### config.mk
export PLATFORM = sky130hd
export DESIGN_NAME = mdcap_cmd_decoder
export DESIGN_NICKNAME = d
export VERILOG_FILES = /design/src/hw/mdcap_pkg.sv /design/src/hw/mdcap_row_mem.sv /design/src/hw/mdcap_cmd_decoder.sv
export SDC_FILE = /design/constraint.sdc
export NUM_CORES = 1
export LEC_CHECK = 0
export BUFFER_PORTS_ARGS = -buffer_cell sky130_fd_sc_hd__buf_2
export CELL_PAD_IN_SITES_DETAIL_PLACEMENT = 1
export CELL_PAD_IN_SITES_GLOBAL_PLACEMENT = 1
export CORE_UTILIZATION = 55
export CTS_BUF_LIST = sky130_fd_sc_hd__clkbuf_8
export CTS_CLUSTER_SIZE = 12
export DETAILED_ROUTE_END_ITERATION = 12
export GPL_TIMING_DRIVEN = 1
export HOLD_SLACK_MARGIN = 0.15
export PLACE_DENSITY = 0.87
export SYNTH_ARGS = -nofsm -noshare
export SYNTH_HDL_FRONTEND = slang
export SYNTH_SLANG_ARGS = --single-unit
### constraint.sdc
create_clock -name i_clk_sys -period 4.2 [get_ports i_clk_sys]
set_input_delay 0.42 -clock i_clk_sys [delete_from_list [all_inputs] [get_ports i_clk_sys]]
set_output_delay 0.42 -clock i_clk_sys [all_outputs]
set_load 0.02 [all_outputs]
### src/hw/mdcap_pkg.sv
package mdcap_pkg;

    // Bus and array dimensions.
    localparam int CA_W = 6;
    localparam int BANKS = 8;
    localparam int BA_W = 3;
    localparam int ROW_W = 17;
    localparam int COL_W = 10;
    localparam int MA_W = 6;
    localparam int OP_W = 8;

    // First-edge opcodes, lanes 4 down to 0.
    localparam logic [4:0] OPC_MPC = 5'h00;
    localparam logic [4:0] OPC_RD1 = 5'h02;
    localparam logic [4:0] OPC_WR1 = 5'h04;
    localparam logic [4:0] OPC_MRW1 = 5'h06;
    localparam logic [4:0] OPC_REF = 5'h08;
    localparam logic [4:0] OPC_MWR1 = 5'h0C;
    localparam logic [4:0] OPC_MRR1 = 5'h0E;
    localparam logic [4:0] OPC_PRE = 5'h10;
    localparam logic [4:0] OPC_CAS2 = 5'h12;
    localparam logic [4:0] OPC_SRX = 5'h14;
    localparam logic [4:0] OPC_MRW2 = 5'h16;
    localparam logic [4:0] OPC_SRE = 5'h18;

    // Lane positions of the single-bit fields.
    localparam int CA_ACT = 0;
    localparam int CA_ACT2 = 1;
    localparam int CA_RFM = 3;
    localparam int CA_C9 = 4;
    localparam int CA_FLAG = 5;

    // Strobe option mode register: address, bit positions, reset value.
    localparam logic [MA_W-1:0] MR_STROBE_ADDR = 6'h01;
    localparam int MR_PRE_BIT = 3;
    localparam int MR_POST_BIT = 7;
    localparam logic [OP_W-1:0] MR_STROBE_RST = 8'h00;

    // Strobe lengths counted in link half-cycles.
    localparam logic [7:0] PRE_HALVES = 8'h04;
    localparam logic [7:0] POST_SHORT_HALVES = 8'h01;
    localparam logic [7:0] POST_LONG_HALVES = 8'h03;
    localparam logic [7:0] BL16_HALVES = 8'h10;
    localparam logic [7:0] BL32_HALVES = 8'h20;

    // Decoded command codes.
    typedef enum logic [3:0] {
        CMD_NONE = 4'b0000,
        CMD_ACT = 4'b0001,
        CMD_RD = 4'b0010,
        CMD_WR = 4'b0011,
        CMD_MWR = 4'b0100,
        CMD_PRE = 4'b0101,
        CMD_REF = 4'b0110,
        CMD_MRW = 4'b0111,
        CMD_MRR = 4'b1000,
        CMD_MPC = 4'b1001,
        CMD_SRE = 4'b1010,
        CMD_SRX = 4'b1011
    } mdcap_cmd_t;

    typedef enum logic {
        FR_FIRST = 1'b0,
        FR_SECOND = 1'b1
    } mdcap_frame_t;

    typedef enum logic [2:0] {
        SB_IDLE = 3'b000,
        SB_LAT = 3'b001,
        SB_PRE = 3'b010,
        SB_DATA = 3'b011,
        SB_POST = 3'b100
    } mdcap_strobe_t;

endpackage

### src/hw/mdcap_row_mem.sv
`timescale 1ns/10ps

// Open-row table, one entry per bank, with a registered read port.
module mdcap_row_mem #(
    parameter int DEPTH = 8,
    parameter int WIDTH = 17
) (
    // Clock and reset.
    input wire logic i_clk_sys,
    input wire logic i_arst_n,
    // Write port.
    input wire logic i_we,
    input wire logic [$clog2(DEPTH)-1:0] i_waddr,
    input wire logic [WIDTH-1:0] i_wdata,
    // Read port.
    input wire logic [$clog2(DEPTH)-1:0] i_raddr,
    output logic [WIDTH-1:0] o_rdata
);

    logic [WIDTH-1:0] mem [DEPTH];

    initial
    begin
        if (DEPTH < 2 || WIDTH < 1)
        begin
            $error("mdcap_row_mem: unsupported geometry");
        end
    end

    // Storage carries no reset; a bank is only read after it was activated.
    always_ff @(posedge i_clk_sys)
    begin
        if (i_we)
        begin
            mem[i_waddr] <= i_wdata;
        end
    end

    // Registered read data.
    always_ff @(posedge i_clk_sys or negedge i_arst_n)
    begin
        if (!i_arst_n)
        begin
            o_rdata <= '0;
        end
        else
        begin
            o_rdata <= mem[i_raddr];
        end
    end

endmodule

### src/hw/mdcap_cmd_decoder.sv
`timescale 1ns/10ps

// How it works
// - Non-deselect commands span two rising edges; deselect is never latched.
// - The three-bit bank field picks the bank a command acts on.
// - All-banks flag on precharge or refresh hits every bank, bank field ignored.
// - Auto-precharge flag closes the bank after the access; otherwise it stays open.
// - With on-the-fly enabled, burst flag picks 32 or 16, except masked write which stays at 16; else ignored.
// - Column bits 1:0 are implied zero; writes send column bits 3:2 low.
// - Refresh lane 3 marks refresh management only when the indicator reads one.
// - Activate opens the seventeen-bit row built from both activate halves.
// - A read strobe burst runs to completion and is never cut short.
// - Read preamble is two clocks, static or with one toggle, per mode bit.
// - Read postamble is half a clock, or one and a half when extended.
module mdcap_cmd_decoder
    import mdcap_pkg::*;
#(
    parameter int READ_LAT = 14
) (
    // Clock and reset.
    input wire logic i_clk_sys,
    input wire logic i_arst_n,
    // Command pins from the controller.
    input wire logic i_link_ck,
    input wire logic i_cke,
    input wire logic i_cs,
    input wire logic [CA_W-1:0] i_ca,
    // Static configuration.
    input wire logic i_otf_bl_en,
    input wire logic i_rfm_required,
    // Decoded command.
    output logic o_cmd_valid,
    output mdcap_cmd_t o_cmd_code,
    output logic [BA_W-1:0] o_bank,
    output logic [BANKS-1:0] o_bank_sel,
    output logic [ROW_W-1:0] o_row,
    output logic [COL_W-1:0] o_col,
    output logic o_auto_precharge_flag,
    output logic o_burst32,
    output logic o_refresh_management,
    output logic o_proto_err,
    // Bank and mode state.
    output logic [BANKS-1:0] o_bank_open,
    output logic o_pre_toggle,
    output logic o_post_long,
    // Read strobe pin.
    output logic o_dqs_out,
    output logic o_dqs_oe_n,
    output logic o_strobe_busy
);

    initial
    begin
        if (READ_LAT < 1 || READ_LAT > 100)
        begin
            $error("mdcap_cmd_decoder: READ_LAT out of range");
        end
    end

    ////////////////////////////////////////////////////////////////////////
    // Pin synchronisers and link clock edge detection.

    logic ck_meta, ck_sync, ck_prev, cke_meta, cke_sync, cs_meta, cs_sync;
    logic [CA_W-1:0] ca_meta, ca_sync;
    logic link_rise, link_edge;

    // All pins take the same two-stage path so data stays aligned to the clock.
    always_ff @(posedge i_clk_sys or negedge i_arst_n)
    begin
        if (!i_arst_n)
        begin
            {ck_meta, ck_sync, ck_prev} <= 3'h0;
            {cke_meta, cke_sync, cs_meta, cs_sync} <= 4'h0;
            ca_meta <= '0;
            ca_sync <= '0;
        end
        else
        begin
            ck_meta <= i_link_ck;
            ck_sync <= ck_meta;
            ck_prev <= ck_sync;
            cke_meta <= i_cke;
            cke_sync <= cke_meta;
            cs_meta <= i_cs;
            cs_sync <= cs_meta;
            ca_meta <= i_ca;
            ca_sync <= ca_meta;
        end
    end

    assign link_rise = ck_sync & ~ck_prev;
    assign link_edge = ck_sync ^ ck_prev;

    ////////////////////////////////////////////////////////////////////////
    // Two-edge framing.

    mdcap_frame_t frame_reg;
    logic [CA_W-1:0] e1_reg;
    logic fire;
    logic [4:0] opc;

    // A frame opens only on chip select high, so deselect is dropped.
    always_ff @(posedge i_clk_sys or negedge i_arst_n)
    begin
        if (!i_arst_n)
        begin
            frame_reg <= FR_FIRST;
            e1_reg <= '0;
        end
        else if (link_rise)
        begin
            case (frame_reg)
                FR_FIRST:
                begin
                    if (cke_sync && cs_sync)
                    begin
                        e1_reg <= ca_sync;
                        frame_reg <= FR_SECOND;
                    end
                end
                FR_SECOND:
                begin
                    frame_reg <= FR_FIRST;
                end
                default:
                begin
                    frame_reg <= FR_FIRST;
                end
            endcase
        end
    end

    assign fire = link_rise && (frame_reg == FR_SECOND);
    assign opc = e1_reg[4:0];

    ////////////////////////////////////////////////////////////////////////
    // Pending first halves and the open-row table.

    logic act_pend, col_pend, mrw_pend, mrr_pend, mpc_pend;
    mdcap_cmd_t col_kind;
    logic [BA_W-1:0] act_ba, col_ba;
    logic [6:0] act_hi;
    logic col_ap, col_bl, col_c9;
    logic [MA_W-1:0] mrw_ma;
    logic mrw_op7;
    logic act2_fire, is_act;
    logic [ROW_W-1:0] act_row, stored_row;
    logic [OP_W-1:0] mrw_op, strobe_mr_reg;

    assign is_act = e1_reg[CA_ACT];
    // The second half is recognised only with lanes 1 and 0 both high and a first half pending.
    assign act2_fire = fire && is_act && e1_reg[CA_ACT2] && act_pend;
    // Row bits 16 and 15:10 came with the first half, 9:0 arrive now.
    assign act_row = {act_hi, e1_reg[5:2], ca_sync};
    assign mrw_op = {mrw_op7, e1_reg[CA_FLAG], ca_sync};

    mdcap_row_mem #(
        .DEPTH(BANKS),
        .WIDTH(ROW_W)
    ) u_row_mem (
        .i_clk_sys(i_clk_sys),
        .i_arst_n(i_arst_n),
        .i_we(act2_fire),
        .i_waddr(act_ba),
        .i_wdata(act_row),
        .i_raddr(col_ba),
        .o_rdata(stored_row)
    );

    ////////////////////////////////////////////////////////////////////////
    // Command decode, bank state and mode register.

    logic rd_start, rd_bl32;

    // Every completed command clears stale first halves, so a pair split by
    // another command is flagged rather than joined wrongly.
    always_ff @(posedge i_clk_sys or negedge i_arst_n)
    begin
        if (!i_arst_n)
        begin
            {act_pend, col_pend, mrw_pend, mrr_pend, mpc_pend} <= 5'h00;
            col_kind <= CMD_NONE;
            {act_ba, col_ba} <= 6'h00;
            act_hi <= 7'h00;
            {col_ap, col_bl, col_c9, mrw_op7} <= 4'h0;
            mrw_ma <= '0;
            strobe_mr_reg <= MR_STROBE_RST;
            o_bank_open <= '0;
            o_cmd_valid <= 1'b0;
            o_cmd_code <= CMD_NONE;
            o_bank <= '0;
            o_bank_sel <= '0;
            o_row <= '0;
            o_col <= '0;
            {o_auto_precharge_flag, o_burst32, o_refresh_management} <= 3'h0;
            o_proto_err <= 1'b0;
            {rd_start, rd_bl32} <= 2'h0;
        end
        else
        begin
            o_cmd_valid <= 1'b0;
            o_proto_err <= 1'b0;
            rd_start <= 1'b0;
            if (fire)
            begin
                {act_pend, col_pend, mrw_pend, mrr_pend, mpc_pend} <= 5'h00;
                o_bank <= ca_sync[BA_W-1:0];
                o_bank_sel <= BANKS'(1) << ca_sync[BA_W-1:0];
                o_auto_precharge_flag <= 1'b0;
                o_burst32 <= 1'b0;
                o_refresh_management <= 1'b0;
                if (is_act && !e1_reg[CA_ACT2])
                begin
                    act_pend <= 1'b1;
                    act_ba <= ca_sync[BA_W-1:0];
                    act_hi <= {ca_sync[3], e1_reg[5:2], ca_sync[5], ca_sync[4]};
                end
                else if (is_act)
                begin
                    // A second half with no first half pending is refused.
                    o_proto_err <= !act_pend;
                    if (act_pend)
                    begin
                        o_cmd_valid <= 1'b1;
                        o_cmd_code <= CMD_ACT;
                        o_bank <= act_ba;
                        o_bank_sel <= BANKS'(1) << act_ba;
                        o_row <= act_row;
                        o_bank_open[act_ba] <= 1'b1;
                    end
                end
                else
                begin
                    case (opc)
                        OPC_RD1, OPC_WR1, OPC_MWR1:
                        begin
                            col_pend <= 1'b1;
                            col_kind <= (opc == OPC_RD1) ? CMD_RD :
                                        (opc == OPC_WR1) ? CMD_WR : CMD_MWR;
                            col_ba <= ca_sync[BA_W-1:0];
                            col_ap <= ca_sync[CA_FLAG];
                            col_c9 <= ca_sync[CA_C9];
                            // Masked write is fixed at burst 16.
                            col_bl <= e1_reg[CA_FLAG] && i_otf_bl_en && (opc != OPC_MWR1);
                        end
                        OPC_CAS2:
                        begin
                            mpc_pend <= 1'b0;
                            o_proto_err <= !(col_pend || mrr_pend || mpc_pend);
                            if (col_pend)
                            begin
                                o_cmd_valid <= 1'b1;
                                o_cmd_code <= col_kind;
                                o_bank <= col_ba;
                                o_bank_sel <= BANKS'(1) << col_ba;
                                o_row <= stored_row;
                                // Low two column bits are implied zero.
                                o_col <= {col_c9, e1_reg[CA_FLAG], ca_sync, 2'b00};
                                o_auto_precharge_flag <= col_ap;
                                o_burst32 <= col_bl;
                                if (col_ap)
                                begin
                                    o_bank_open[col_ba] <= 1'b0;
                                end
                                rd_start <= (col_kind == CMD_RD);
                                rd_bl32 <= col_bl;
                            end
                            else if (mrr_pend)
                            begin
                                o_cmd_valid <= 1'b1;
                                o_cmd_code <= CMD_MRR;
                            end
                        end
                        OPC_MRW1:
                        begin
                            mrw_pend <= 1'b1;
                            mrw_ma <= ca_sync;
                            mrw_op7 <= e1_reg[CA_FLAG];
                        end
                        OPC_MRW2:
                        begin
                            o_proto_err <= !mrw_pend;
                            if (mrw_pend)
                            begin
                                o_cmd_valid <= 1'b1;
                                o_cmd_code <= CMD_MRW;
                                if (mrw_ma == MR_STROBE_ADDR)
                                begin
                                    strobe_mr_reg <= mrw_op;
                                end
                            end
                        end
                        OPC_MRR1:
                        begin
                            mrr_pend <= 1'b1;
                        end
                        OPC_MPC:
                        begin
                            mpc_pend <= 1'b1;
                            o_cmd_valid <= 1'b1;
                            o_cmd_code <= CMD_MPC;
                        end
                        OPC_REF, OPC_PRE:
                        begin
                            o_cmd_valid <= 1'b1;
                            o_cmd_code <= (opc == OPC_REF) ? CMD_REF : CMD_PRE;
                            if (e1_reg[CA_FLAG])
                            begin
                                o_bank_sel <= '1;
                            end
                            if (opc == OPC_REF)
                            begin
                                // Lane 3 counts only when the indicator is set.
                                o_refresh_management <= i_rfm_required && ca_sync[CA_RFM];
                            end
                            else if (e1_reg[CA_FLAG])
                            begin
                                o_bank_open <= '0;
                            end
                            else
                            begin
                                o_bank_open[ca_sync[BA_W-1:0]] <= 1'b0;
                            end
                        end
                        OPC_SRE, OPC_SRX:
                        begin
                            o_cmd_valid <= 1'b1;
                            o_cmd_code <= (opc == OPC_SRE) ? CMD_SRE : CMD_SRX;
                        end
                        default:
                        begin
                            o_proto_err <= 1'b1;
                        end
                    endcase
                end
            end
        end
    end

    assign o_pre_toggle = strobe_mr_reg[MR_PRE_BIT];
    assign o_post_long = strobe_mr_reg[MR_POST_BIT];

    ////////////////////////////////////////////////////////////////////////
    // Read strobe sequencer, stepped on every link clock edge.

    localparam logic [7:0] LAT_HALVES = 8'(2 * READ_LAT);
    mdcap_strobe_t sb_reg;
    logic [7:0] sb_cnt, sb_step;
    logic sb_bl32;

    assign sb_step = sb_cnt + 8'h01;

    // A started burst always runs out; reads arriving meanwhile are not queued.
    always_ff @(posedge i_clk_sys or negedge i_arst_n)
    begin
        if (!i_arst_n)
        begin
            sb_reg <= SB_IDLE;
            sb_cnt <= 8'h00;
            sb_bl32 <= 1'b0;
            o_dqs_out <= 1'b0;
            o_dqs_oe_n <= 1'b1;
            o_strobe_busy <= 1'b0;
        end
        else
        begin
            o_strobe_busy <= (sb_reg != SB_IDLE) || rd_start;
            if (sb_reg == SB_IDLE)
            begin
                o_dqs_oe_n <= 1'b1;
                o_dqs_out <= 1'b0;
                if (rd_start)
                begin
                    sb_reg <= SB_LAT;
                    sb_cnt <= 8'h00;
                    sb_bl32 <= rd_bl32;
                end
            end
            else if (link_edge)
            begin
                sb_cnt <= sb_step;
                case (sb_reg)
                    SB_LAT:
                    begin
                        if (sb_step == LAT_HALVES)
                        begin
                            sb_reg <= SB_PRE;
                            sb_cnt <= 8'h00;
                            o_dqs_oe_n <= 1'b0;
                            o_dqs_out <= 1'b0;
                        end
                    end
                    SB_PRE:
                    begin
                        // Toggle mode raises the strobe once in the third half.
                        o_dqs_out <= o_pre_toggle && (sb_step == PRE_HALVES - 8'h02);
                        if (sb_step == PRE_HALVES)
                        begin
                            sb_reg <= SB_DATA;
                            sb_cnt <= 8'h00;
                            o_dqs_out <= 1'b1;
                        end
                    end
                    SB_DATA:
                    begin
                        o_dqs_out <= ~sb_step[0];
                        if (sb_step == (sb_bl32 ? BL32_HALVES : BL16_HALVES))
                        begin
                            sb_reg <= SB_POST;
                            sb_cnt <= 8'h00;
                            o_dqs_out <= 1'b0;
                        end
                    end
                    SB_POST:
                    begin
                        o_dqs_out <= sb_step[0];
                        if (sb_step == (o_post_long ? POST_LONG_HALVES : POST_SHORT_HALVES))
                        begin
                            sb_reg <= SB_IDLE;
                            o_dqs_oe_n <= 1'b1;
                            o_dqs_out <= 1'b0;
                        end
                    end
                    default:
                    begin
                        sb_reg <= SB_IDLE;
                    end
                endcase
            end
        end
    end

endmodule

==> results of run 1 <==
-- area by class of cell --
class | count | share of cell area (%)
Tap cell | 275 | 2.540
Clock inverter | 28 | 0.9789
Timing Repair Buffer | 100 | 4.498
Multi-Input combinational cell | 522 | 28.85
Inverter | 11 | 0.3048
Sequential cell | 282 | 57.14
Clock buffer | 56 | 5.689
-- cells in the mapped netlist, types with 5 or more instances --
| cell type | count |
|---|---|
| buf_2 | 9 |
| dfrtp_1 | 145 |
| nand2_1 | 91 |
| a22o_1 | 5 |
| nor3_1 | 17 |
| edfxtp_1 | 136 |
| nand4_1 | 6 |
| nand2b_1 | 10 |
| xnor2_1 | 5 |
| nand3_1 | 24 |
| o21ai_0 | 60 |
| inv_1 | 11 |
| o22ai_1 | 5 |
| o211ai_1 | 6 |
| a21oi_1 | 30 |
| o31ai_1 | 5 |
| mux4_2 | 34 |
| mux2i_1 | 18 |
| nor2b_1 | 8 |
| buf_1 | 5 |
| clkbuf_1 | 40 |
| a31oi_1 | 16 |
| nor2_1 | 38 |
| a211oi_1 | 6 |
| mux2_2 | 58 |
-- kinds of logic (layout without fill, tap and decap cells) --
family / count (synthesis) / in the layout / synth area share [%]
other: 1 / 2 / 0.03144
adders and majority gates: 3 / 3 / 0.3148
AOI/OAI and AO/OA: 173 / 173 / 9.180
DFF: 282 / 282 / 64.89
muxes: 110 / 110 / 13.41
buffers and inverters: 69 / 195 / 2.455
and+or+nand+nor: 228 / 228 / 9.285
xor gates and xnor gates: 6 / 6 / 0.4406
-- stage by stage --
step / worst slack, ps / hold slack (ps) / cells
after floorplan: 1416 / 124.4 / 873
after global placement: 1512 / 333.0 / 1179
after detailed placement: 1325 / 339.5 / 1179
after CTS: 1246 / 226.2 / 1274
after global routing: 1076 / 324.4 / 1274
final: 1144 / 348.6 / 1274
-- power breakdown --
part	internal, mW	switching [mW]	total [mW]	leakage, nW
registers	3.24	0.510	3.75	3.11
clock network	1.22	1.20	2.41	0.511
logic	0.671	0.933	1.60	1.79
total	5.13	2.64	7.77	5.41
-- critical path, stage by stage, from the launching register on --
cell     delay (ps)
dfrtp_2         840
nor3b_2         480
nand3_1         500
nor2_2          680
mux2_2          410
-- path summary, 6_finish.rpt --
check,start,to,slack (ps)
worst max-delay path,e1_reg[0]$_DFFE_PN0P_,o_col[6]$_DFFE_PN0P_,1140
worst min-delay path,ca_meta[3]$_DFF_PN0_,ca_sync[3]$_DFF_PN0_,350
worst max register to register,e1_reg[0]$_DFFE_PN0P_,o_col[6]$_DFFE_PN0P_,1140
worst min register to register,ca_meta[3]$_DFF_PN0_,ca_sync[3]$_DFF_PN0_,350
max in group asynchronous,i_arst_n,o_row[1]$_DFFE_PN0P_,2790
min in group asynchronous,i_arst_n,sb_reg[0]$_DFFE_PN0P_,410
-- per-layer routing --
metal	track usage (%)	vias to the layer above	part of all wire, %
li1	-	3449	-
met1	43.03	4263	37
met2	55.77	570	50
met3	6.483	151	8.2
met4	17.09	0	4.8
met5	0	-	0
-- placed cells by master (no fill, tap or decap), types with 15 or more instances in the layout --
master    Yosys  layout
inv_1        11      23
nand3_1      24      24
buf_4         2      19
nor2_1       38      38
a21oi_1      30      30
nor3_1       17      15
mux2_2       58      58
mux2i_1      18      18
nand2_1      91      91
dfrtp_1     145     143
mux4_2       34      34
clkbuf_8      0      56
o21ai_0      60      60
a31oi_1      16      16
edfxtp_1    136     136
buf_2         9      69
==> results.ini, run 1 <==
[status]
status=finished clean

[placement]
dp_hpwl_um=19820
dpl_cell_area_mm2=0.01253
numPortBuffers=70
gp_congestion=0.9258

[synthesis]
syn_inst=872
yosysTopAreaCell=edfxtp_1
syn_area_mm2=0.01193
ys_warn_count=0
synth_area_leaders=edfxtp_1, dfrtp_1, mux4_2
yosysTopAreaCellShare_pct=34.24
synth-edff-count=136
synth.distinct_cells=70
synth_seq_cells=282
syn_avg_cell_area_um2=13.68
yosysSeqAreaShare_pct=64.89
synthFlopType=dfrtp_1
async_flop_share_pct=51.77

[job]
maxCapViolCount=0

[cells_and_area]
area_growth_pct=13.60
layout.filler_cells=2013
largest_reg_flops=136
drive_gt1_share_pct=27.03
multiInputGateArea_mm2=0.003909
top_register=u_row_mem.mem
reg_top3=u_row_mem.mem: 136 flops, o_row: 17 flops, u_row_mem.o_rdata: 17 flops
final_area_mm2=0.01355
finish.utilization_pct=64.04
nNetsFinal=979
regArea_mm2=0.007741
diodes=0

[clock_tree]
post_cts_resized=0
post_cts_buffers=0
cts_buffer_depth=3
cts-root-buf=clkbuf_8
clkTransAtPathRegs_ps=70
h-tree-depth=2
clock_sinks=282
clk_latency_ps=590
postCtsHoldBufs=11
cts_tree=built
numCtsBuffers=46

[worst_setup_path]
end_kind=flop
critical_path_required_ps=4650
arrival_ps=3500
start_kind=flop
worstRegToRegCells=4
path_class=flop to flop
critical_path.max_fanout=45

[sta]
maxSlewViolCount=0
finalSetupViolCount=0
max_freq_mhz=327.2
slew_headroom_pct=18.31
worst_pin_slew_ps=1225
rsz0062_at_grt=false
skew_ps=37.00
final.period_utilization_pct=72.77
fin_crit_ps=3056
finalHoldViolCount=0
fin_setup_tns_ps=0

[floorplan]
die_y_um=149.3
dieArea_mm2=0.02228
core_area_mm2=0.02115
io_pins=73
start_util_pct=56.38
rows=53
die_w_um=149.3

[power]
p_leak_nw=5.414
p_per_area_mw_per_mm2=573.2
vdd_drop_max_mv=0.4396
p_total_mw=7.765

[detailed_routing]
drt_pass1_iterations=6
drt_iter0_markers=928
via_count=8433
wl_um=35950
avgViaCountPerCell=6.619
route.detailed.drc=0
wl_per_cell_um=28.22
ant_nets=0

[global_route]
grt_pass1_wl_um=55010
grt_max_degree=80
antenna_found_initial=0
grt_pass1_vias=9042
grt_use_total_pct=33.86
grt_overflow_total=0

[worst_hold_path]
hold_class=flop to flop
min_path_cells=0

Power figures use the tool's default switching activity.
==> run 2: changes to the inputs <==
--- a/config.mk
+++ b/config.mk
@@ -5,16 +5,17 @@
 export SDC_FILE = /design/constraint.sdc
 export NUM_CORES = 1
 export LEC_CHECK = 0
+export ABC_AREA = 1
 export BUFFER_PORTS_ARGS = -buffer_cell sky130_fd_sc_hd__buf_2
 export CELL_PAD_IN_SITES_DETAIL_PLACEMENT = 1
 export CELL_PAD_IN_SITES_GLOBAL_PLACEMENT = 1
-export CORE_UTILIZATION = 55
+export CORE_UTILIZATION = 45
 export CTS_BUF_LIST = sky130_fd_sc_hd__clkbuf_8
 export CTS_CLUSTER_SIZE = 12
 export DETAILED_ROUTE_END_ITERATION = 12
 export GPL_TIMING_DRIVEN = 1
 export HOLD_SLACK_MARGIN = 0.15
-export PLACE_DENSITY = 0.87
+export PLACE_DENSITY = 0.8
 export SYNTH_ARGS = -nofsm -noshare
 export SYNTH_HDL_FRONTEND = slang
 export SYNTH_SLANG_ARGS = --single-unit
==> constraint.sdc (replaced) <==
create_clock -name i_clk_sys -period 2.7 [get_ports i_clk_sys]
set_input_delay 0.27 -clock i_clk_sys [delete_from_list [all_inputs] [get_ports i_clk_sys]]
set_output_delay 0.27 -clock i_clk_sys [all_outputs]
set_load 0.02 [all_outputs]
==> run 2 against run 1 <==
Compared with the run above: maximum frequency is 21% higher; final cell count up 24%; utilization fell by 10 points; power is 60% higher; critical path depth rose by 1; clock-buffer cell count rose by 1; synthesized cell count is 26% higher; die area grew 19%; worst hold slack lost 70 ps; cell area rose by 0.10%; register-to-register slack lost 980 ps; sequential share of layout area shrank 0.077 points.
==> results.ini, run 2 <==
[clock_tree]
clock_sinks=282  ; unchanged
cts-root-buf=clkbuf_8
clk_latency_ps=570  ; -20 ps
numCtsBuffers=48  ; +4.3%
cts_tree=built
h-tree-depth=2  ; unchanged
post_cts_buffers=0  ; unchanged
clkTransAtPathRegs_ps=60  ; about the same
cts_buffer_depth=3  ; unchanged

[synthesis]
synthFlopType=dfrtp_1
yosysTopAreaCell=edfxtp_1
syn_inst=1096  ; +26%
synthTopCellsByCount=nand2_1, dfrtp_1, edfxtp_1, o21ai_0, nor2_1
ys_warn_count=0  ; unchanged
synth-edff-count=136  ; unchanged
synth.distinct_cells=43  ; -39%
yosysSeqAreaShare_pct=66.77  ; +1.9 points
synth_seq_cells=282  ; unchanged
async_flop_share_pct=51.77  ; unchanged
syn_avg_cell_area_um2=10.57  ; -23%
synth_area_leaders=edfxtp_1, dfrtp_1, nand2_1
syn_area_mm2=0.01159  ; -2.8%
yosysMostFrequentCell=nand2_1
yosysTopAreaCellShare_pct=35.24  ; +0.99 points

[placement]
dp_hpwl_um=21570  ; +8.8%
gp_congestion=0.9133  ; -1.4%
placed_cells=1486  ; +26%
numPortBuffers=70  ; unchanged
dpl_cell_area_mm2=0.01245  ; -0.68%

[floorplan]
io_pins=73  ; unchanged
die_y_um=162.5  ; +8.9%
start_util_pct=45.89  ; -10 points
rows=58  ; +9.4%
core_area_mm2=0.02525  ; +19%
dieArea_mm2=0.02640  ; +19%
die_w_um=162.5  ; +8.9%

[cells_and_area]
final_cell_mix=nand2_1, dfrtp_1, edfxtp_1
diodes=0  ; unchanged
finish.utilization_pct=53.70  ; -10 points
layout.filler_cells=2820  ; +40%
finalNonFillerCells=1585  ; +24%
nNetsFinal=1234  ; +26%
largest_reg_flops=136  ; unchanged
final_common_cell=nand2_1
area_growth_pct=17.01
drive_gt1_share_pct=16.81  ; -10 points
reg_top3=u_row_mem.mem: 136 flops, o_row: 17 flops, u_row_mem.o_rdata: 17 flops
final_area_mm2=0.01356  ; +0.10%
top_register=u_row_mem.mem

[worst_hold_path]
hold_class=input pin to asynchronous set/reset pin

[worst_setup_path]
reg2reg_slack_ps=170  ; -980 ps
path_class=flop to flop
critical_path.max_fanout=17  ; -62%
critical_path_required_ps=3060  ; -1590 ps
reg2reg_from=e1_reg[4]$_DFFE_PN0P_
startpoint=e1_reg[4]$_DFFE_PN0P_
worstReg2RegEnd=col_pend$_DFFE_PN0P_
end_kind=flop
worstRegToRegCells=5  ; +1
arrival_ps=2900  ; -600 ps
start_kind=flop

[sta]
fin_setup_tns_ps=0  ; unchanged
skew_ps=19.52  ; -17.48 ps
fin_crit_ps=2534  ; -522.2 ps
worst_pin_slew_ps=1101  ; -124.5 ps
whs_ps=278.4  ; -70.17 ps
max_freq_mhz=394.6  ; +21%
finalHoldViolCount=0  ; unchanged
finalSetupViolCount=0  ; unchanged
final.period_utilization_pct=93.86  ; +21 points
rsz0062_at_grt=false
slew_headroom_pct=26.12  ; +7.8 points
maxSlewViolCount=0  ; unchanged

[global_route]
antenna_found_initial=0  ; unchanged
grt_overflow_total=0  ; unchanged
grt_max_degree=73  ; -8.8%
grt_pass1_wl_um=53340  ; -3.0%
grt_use_total_pct=26.71  ; -7.1 points
grt_pass1_vias=9461  ; +4.6%

[detailed_routing]
route.detailed.drc=0  ; unchanged
ant_nets=0  ; unchanged
drt_pass1_iterations=4  ; -2
via_count=8910  ; +5.7%
drt_iter0_markers=641  ; -31%
avgViaCountPerCell=5.621  ; -15%
wl_per_cell_um=21.38  ; -24%
wl_um=33890  ; -5.7%

[status]
status=finished clean

[power]
vdd_drop_max_mv=0.4981  ; +13%
p_per_area_mw_per_mm2=916.4  ; +60%
p_leak_nw=5.862  ; +8.3%

[job]
maxCapViolCount=0  ; unchanged

## run 2: cell count changes in the layout (fill, tap and decap cells not counted), moves of 12 or more
cell	before	now
mux2i_1	18	0
a22oi_1	2	35
mux2_2	58	1
nor2_1	38	81
nand3_1	24	44
mux4_2	34	0
nand2_1	91	289
o21ai_0	60	87
a31oi_1	16	35
inv_1	23	84
a21oi_1	30	18
## run 2: worst max-delay path, stage by stage, from the launching register on
cell and delay (ps):
dfrtp_1 660, inv_1 270, nand4_1 180, nand2_1 110, o21ai_1 860, o21ai_0 260
## run 2: stage by stage
stage / setup slack, ps / total power [mW]
after CTS: 130.4 / 12.48
after detailed placement: 278.3 / 8.481
after global placement: 310.3 / 8.334
after floorplan: 224.5 / 7.396
after global routing: 32.27 / 13.04
final: 165.8 / 12.43
## run 2: cell families (layout without fill, tap and decap cells)
kind of cell	Yosys count	in the layout	share of synthesized area, %
AOI/OAI and AO/OA	211	211	11.11
other	1	2	0.03236
adders and majority gates	3	3	0.3239
DFF	282	282	66.77
buffers and inverters	123	281	4.329
muxes	1	1	0.09715
and+or+nand+nor	475	475	17.34
## run 2: worst max-delay path by stage
| stage | to | slack [ps] | depth (start not counted) |
|---|---|---|---|
| after CTS | o_bank_open[0]$_DFFE_PN0P_ | 130 | 13 |
| after global routing | col_pend$_DFFE_PN0P_ | 30 | 5 |
| after floorplan | u_row_mem.mem[3][0]$_DFFE_PP_ | 220 | 7 |
| final | col_pend$_DFFE_PN0P_ | 170 | 5 |
| after global placement | o_bank_open[0]$_DFFE_PN0P_ | 310 | 13 |
| after detailed placement | o_bank_open[5]$_DFFE_PN0P_ | 280 | 13 |
## run 2: layer usage
layer	track usage (%)	share of wire [%]	vias to the layer above
met5	0	0	-
met4	10.89	3.5	0
met3	4.686	5.6	88
met2	44.27	49	329
met1	34.79	42	4476
li1	-	-	4017
## run 2: area by class of cell
cell class,instances,area [µm²],area share [%]
clock buffer,57,784.5,5.785
sequential,282,7739,57.06
timing repair buffer,113,747.0,5.508
tap,330,412.9,3.045
multi-input combinational,692,3367,24.83
clock inverter,30,203.9,1.504
inverter,81,307.8,2.270
## run 2: timing repair
| action | CTS | global route |
|---|---|---|
| hold endpoints to repair | 79 | 0 |
| setup endpoints to repair | 0 | 3 |
| hold buffers | 12 | 0 |
| gates resized for setup | 0 | 1 |
## run 2: report_power, final
part | internal [mW] | switching [mW] | leakage [nW]
sequential | 5.09 | 0.509 | 3.12
combinational | 0.894 | 1.97 | 2.17
clock | 2.20 | 1.76 | 0.572
==> run 3: changes to the inputs <==
--- a/config.mk
+++ b/config.mk
@@ -9,13 +9,13 @@
 export BUFFER_PORTS_ARGS = -buffer_cell sky130_fd_sc_hd__buf_2
 export CELL_PAD_IN_SITES_DETAIL_PLACEMENT = 1
 export CELL_PAD_IN_SITES_GLOBAL_PLACEMENT = 1
-export CORE_UTILIZATION = 45
-export CTS_BUF_LIST = sky130_fd_sc_hd__clkbuf_8
+export CORE_ASPECT_RATIO = 0.6
+export CORE_UTILIZATION = 43
 export CTS_CLUSTER_SIZE = 12
 export DETAILED_ROUTE_END_ITERATION = 12
 export GPL_TIMING_DRIVEN = 1
 export HOLD_SLACK_MARGIN = 0.15
-export PLACE_DENSITY = 0.8
+export PLACE_DENSITY = 0.77
 export SYNTH_ARGS = -nofsm -noshare
 export SYNTH_HDL_FRONTEND = slang
 export SYNTH_SLANG_ARGS = --single-unit
==> run 3 against run 2 <==
Compared with the run above: critical path type unchanged; utilization fell by 2.7 points; sequential cell count did not move; clock-buffer cell count fell by 7; first-iteration DRC count rose by 30%; critical path depth rose by 3; clock skew fell by 3.6 ps; register-to-register slack improved by 190 ps.
==> results.ini, run 3 (synthesis gave the netlist of run 2 again) <==
[sta]
fin_setup_tns_ps=0  ; unchanged
final.period_utilization_pct=86.66  ; -7.2 points
skew_ps=15.92  ; -3.600 ps
rsz0062_at_grt=false
max_freq_mhz=427.4  ; +8.3%
fin_crit_ps=2340  ; -194.3 ps
slew_headroom_pct=39.54  ; +13 points
finalHoldViolCount=0  ; unchanged
worst_pin_slew_ps=901.3  ; -199.5 ps
maxSlewViolCount=0  ; unchanged
finalSetupViolCount=0  ; unchanged

[worst_setup_path]
path_cells=inv_1 -> nand2_1 -> clkinv_1 -> buf_4 -> nand2_1 -> nand3_1 -> a211oi_1 -> a31oi_1
start_kind=flop
worst-path-buf-inv=3  ; +2
path_common_cell=nand2_1
critical_path_required_ps=3110  ; +50 ps
slowest_stage=clkinv_1
end_kind=flop
path_class=flop to flop
critical_path.max_fanout=24  ; +7
arrival_ps=2750  ; -150 ps
cpPeakStageDelay_ps=690  ; -170 ps
cp_top_family=buffers and inverters

[clock_tree]
cts_tree=built
clock_sinks=282  ; unchanged
postCtsHoldBufs=12  ; unchanged
clkTransAtPathRegs_ps=60  ; about the same
clk_latency_ps=550  ; -20 ps
cts_buffer_depth=3  ; unchanged
numCtsBuffers=28  ; -42%
h-tree-depth=1  ; -1
post_cts_resized=0  ; unchanged
post_cts_buffers=0  ; unchanged
cts-root-buf=clkbuf_16

[floorplan]
dieArea_mm2=0.02764  ; +4.7%
die_w_um=214.0  ; +32%
io_pins=73  ; unchanged
core_area_mm2=0.02642  ; +4.6%
rows=46  ; -21%
die_y_um=129.2  ; -21%
start_util_pct=43.87  ; -2.0 points

[cells_and_area]
layout.filler_cells=2908  ; +3.1%
largest_reg_flops=136  ; unchanged
reg_top3=u_row_mem.mem: 136 flops, o_row: 17 flops, u_row_mem.o_rdata: 17 flops
final_common_cell=nand2_1
area_growth_pct=16.34
nNetsFinal=1219  ; -1.2%
diodes=0  ; unchanged
drive_gt1_share_pct=14.78  ; -2.0 points
final_area_mm2=0.01348  ; -0.57%
top_register=u_row_mem.mem
final_cell_mix=nand2_1, dfrtp_1, edfxtp_1

[detailed_routing]
drt_pass1_iterations=5  ; +1
route.detailed.drc=0  ; unchanged
via_count=8860  ; -0.56%
avgViaCountPerCell=5.590  ; -0.56%
drt_iter0_markers=836  ; +30%
wl_um=34500  ; +1.8%
ant_nets=0  ; unchanged
wl_per_cell_um=21.77  ; +1.8%

[power]
vdd_drop_max_mv=0.4642  ; -6.8%
p_per_area_mw_per_mm2=911.0  ; -0.59%
p_total_mw=12.28  ; -1.2%
p_leak_nw=5.726  ; -2.3%

[worst_hold_path]
hold_class=input pin to asynchronous set/reset pin

[placement]
gp_congestion=0.9301  ; +1.8%
dpl_cell_area_mm2=0.01251  ; +0.52%
numPortBuffers=70  ; unchanged
dp_hpwl_um=23720  ; +10%

[global_route]
grt_max_degree=49  ; -33%
antenna_found_initial=1  ; +1
grt_pass1_wl_um=52960  ; -0.71%
grt_pass1_vias=8782  ; -7.2%
grt_overflow_total=0  ; unchanged
grt_use_total_pct=25.34  ; -1.4 points

[job]
maxCapViolCount=0  ; unchanged

[status]
status=finished clean

## run 3: area by class of cell
| type | instances | area (µm²) | share of cell area (%) |
|---|---|---|---|
| Clock buffer | 50 | 814.5 | 6.041 |
| Clock inverter | 2 | 35.03 | 0.2598 |
| Inverter | 81 | 304.0 | 2.255 |
| Multi-Input combinational cell | 692 | 3369 | 24.99 |
| Sequential cell | 282 | 7739 | 57.39 |
| Tap cell | 360 | 450.4 | 3.340 |
| Timing Repair Buffer | 118 | 772.0 | 5.725 |
## run 3: path summary, 6_finish.rpt
path | cells after the start | startpoint | to | slack [ps]
setup / recovery | 8 | col_ba[1]$_DFFE_PN0P_ | u_row_mem.o_rdata[16]$_DFF_PN0_ | 360
hold / removal | 2 | i_arst_n | o_cmd_valid$_DFF_PN0_ | 240
setup reg to reg | 8 | col_ba[1]$_DFFE_PN0P_ | u_row_mem.o_rdata[16]$_DFF_PN0_ | 360
hold reg to reg | 0 | ca_meta[4]$_DFF_PN0_ | ca_sync[4]$_DFF_PN0_ | 350
max in group asynchronous | 3 | i_arst_n | o_dqs_oe_n$_DFFE_PN1P_ | 1740
min in group i_clk_sys | 0 | ca_meta[4]$_DFF_PN0_ | ca_sync[4]$_DFF_PN0_ | 350
## run 3: worst register-to-register path: cells and delay by family (launching register included)
kind	cells	cell delay, ps
AND/OR/NAND/NOR	3	230
buffers and inverters	3	1310
flip-flops	1	410
AO/OA/AOI/OAI	2	250
## run 3: routing by layer
metal  part of all wire, %  wire length [µm]  GRT usage (%)
met3                   8.5              2944          5.751
met5                  0.21                72          1.833
met4                   1.7               602          5.036
met2                    42             14470          36.36
met1                    48             16410          39.01
## run 3: stage by stage
stage / setup WS, ps / hold WS, ps / util (%) / cells
after floorplan: 224.5 / -25.59 / - / 1097
after global placement: 468.0 / 244.1 / 47.37 / 1521
after detailed placement: 414.7 / 245.2 / 47.37 / 1521
after CTS: 395.3 / 248.4 / 51.04 / 1585
after global routing: 208.1 / 278.0 / 51.04 / 1585
final: 360.1 / 243.1 / 51.04 / 1585
## run 3: report_power, final
group          leakage [nW]  switching (mW)  internal, mW
Sequential             3.12           0.502          5.09
Combinational          2.20            2.07         0.913
Clock                 0.406            1.59          2.12
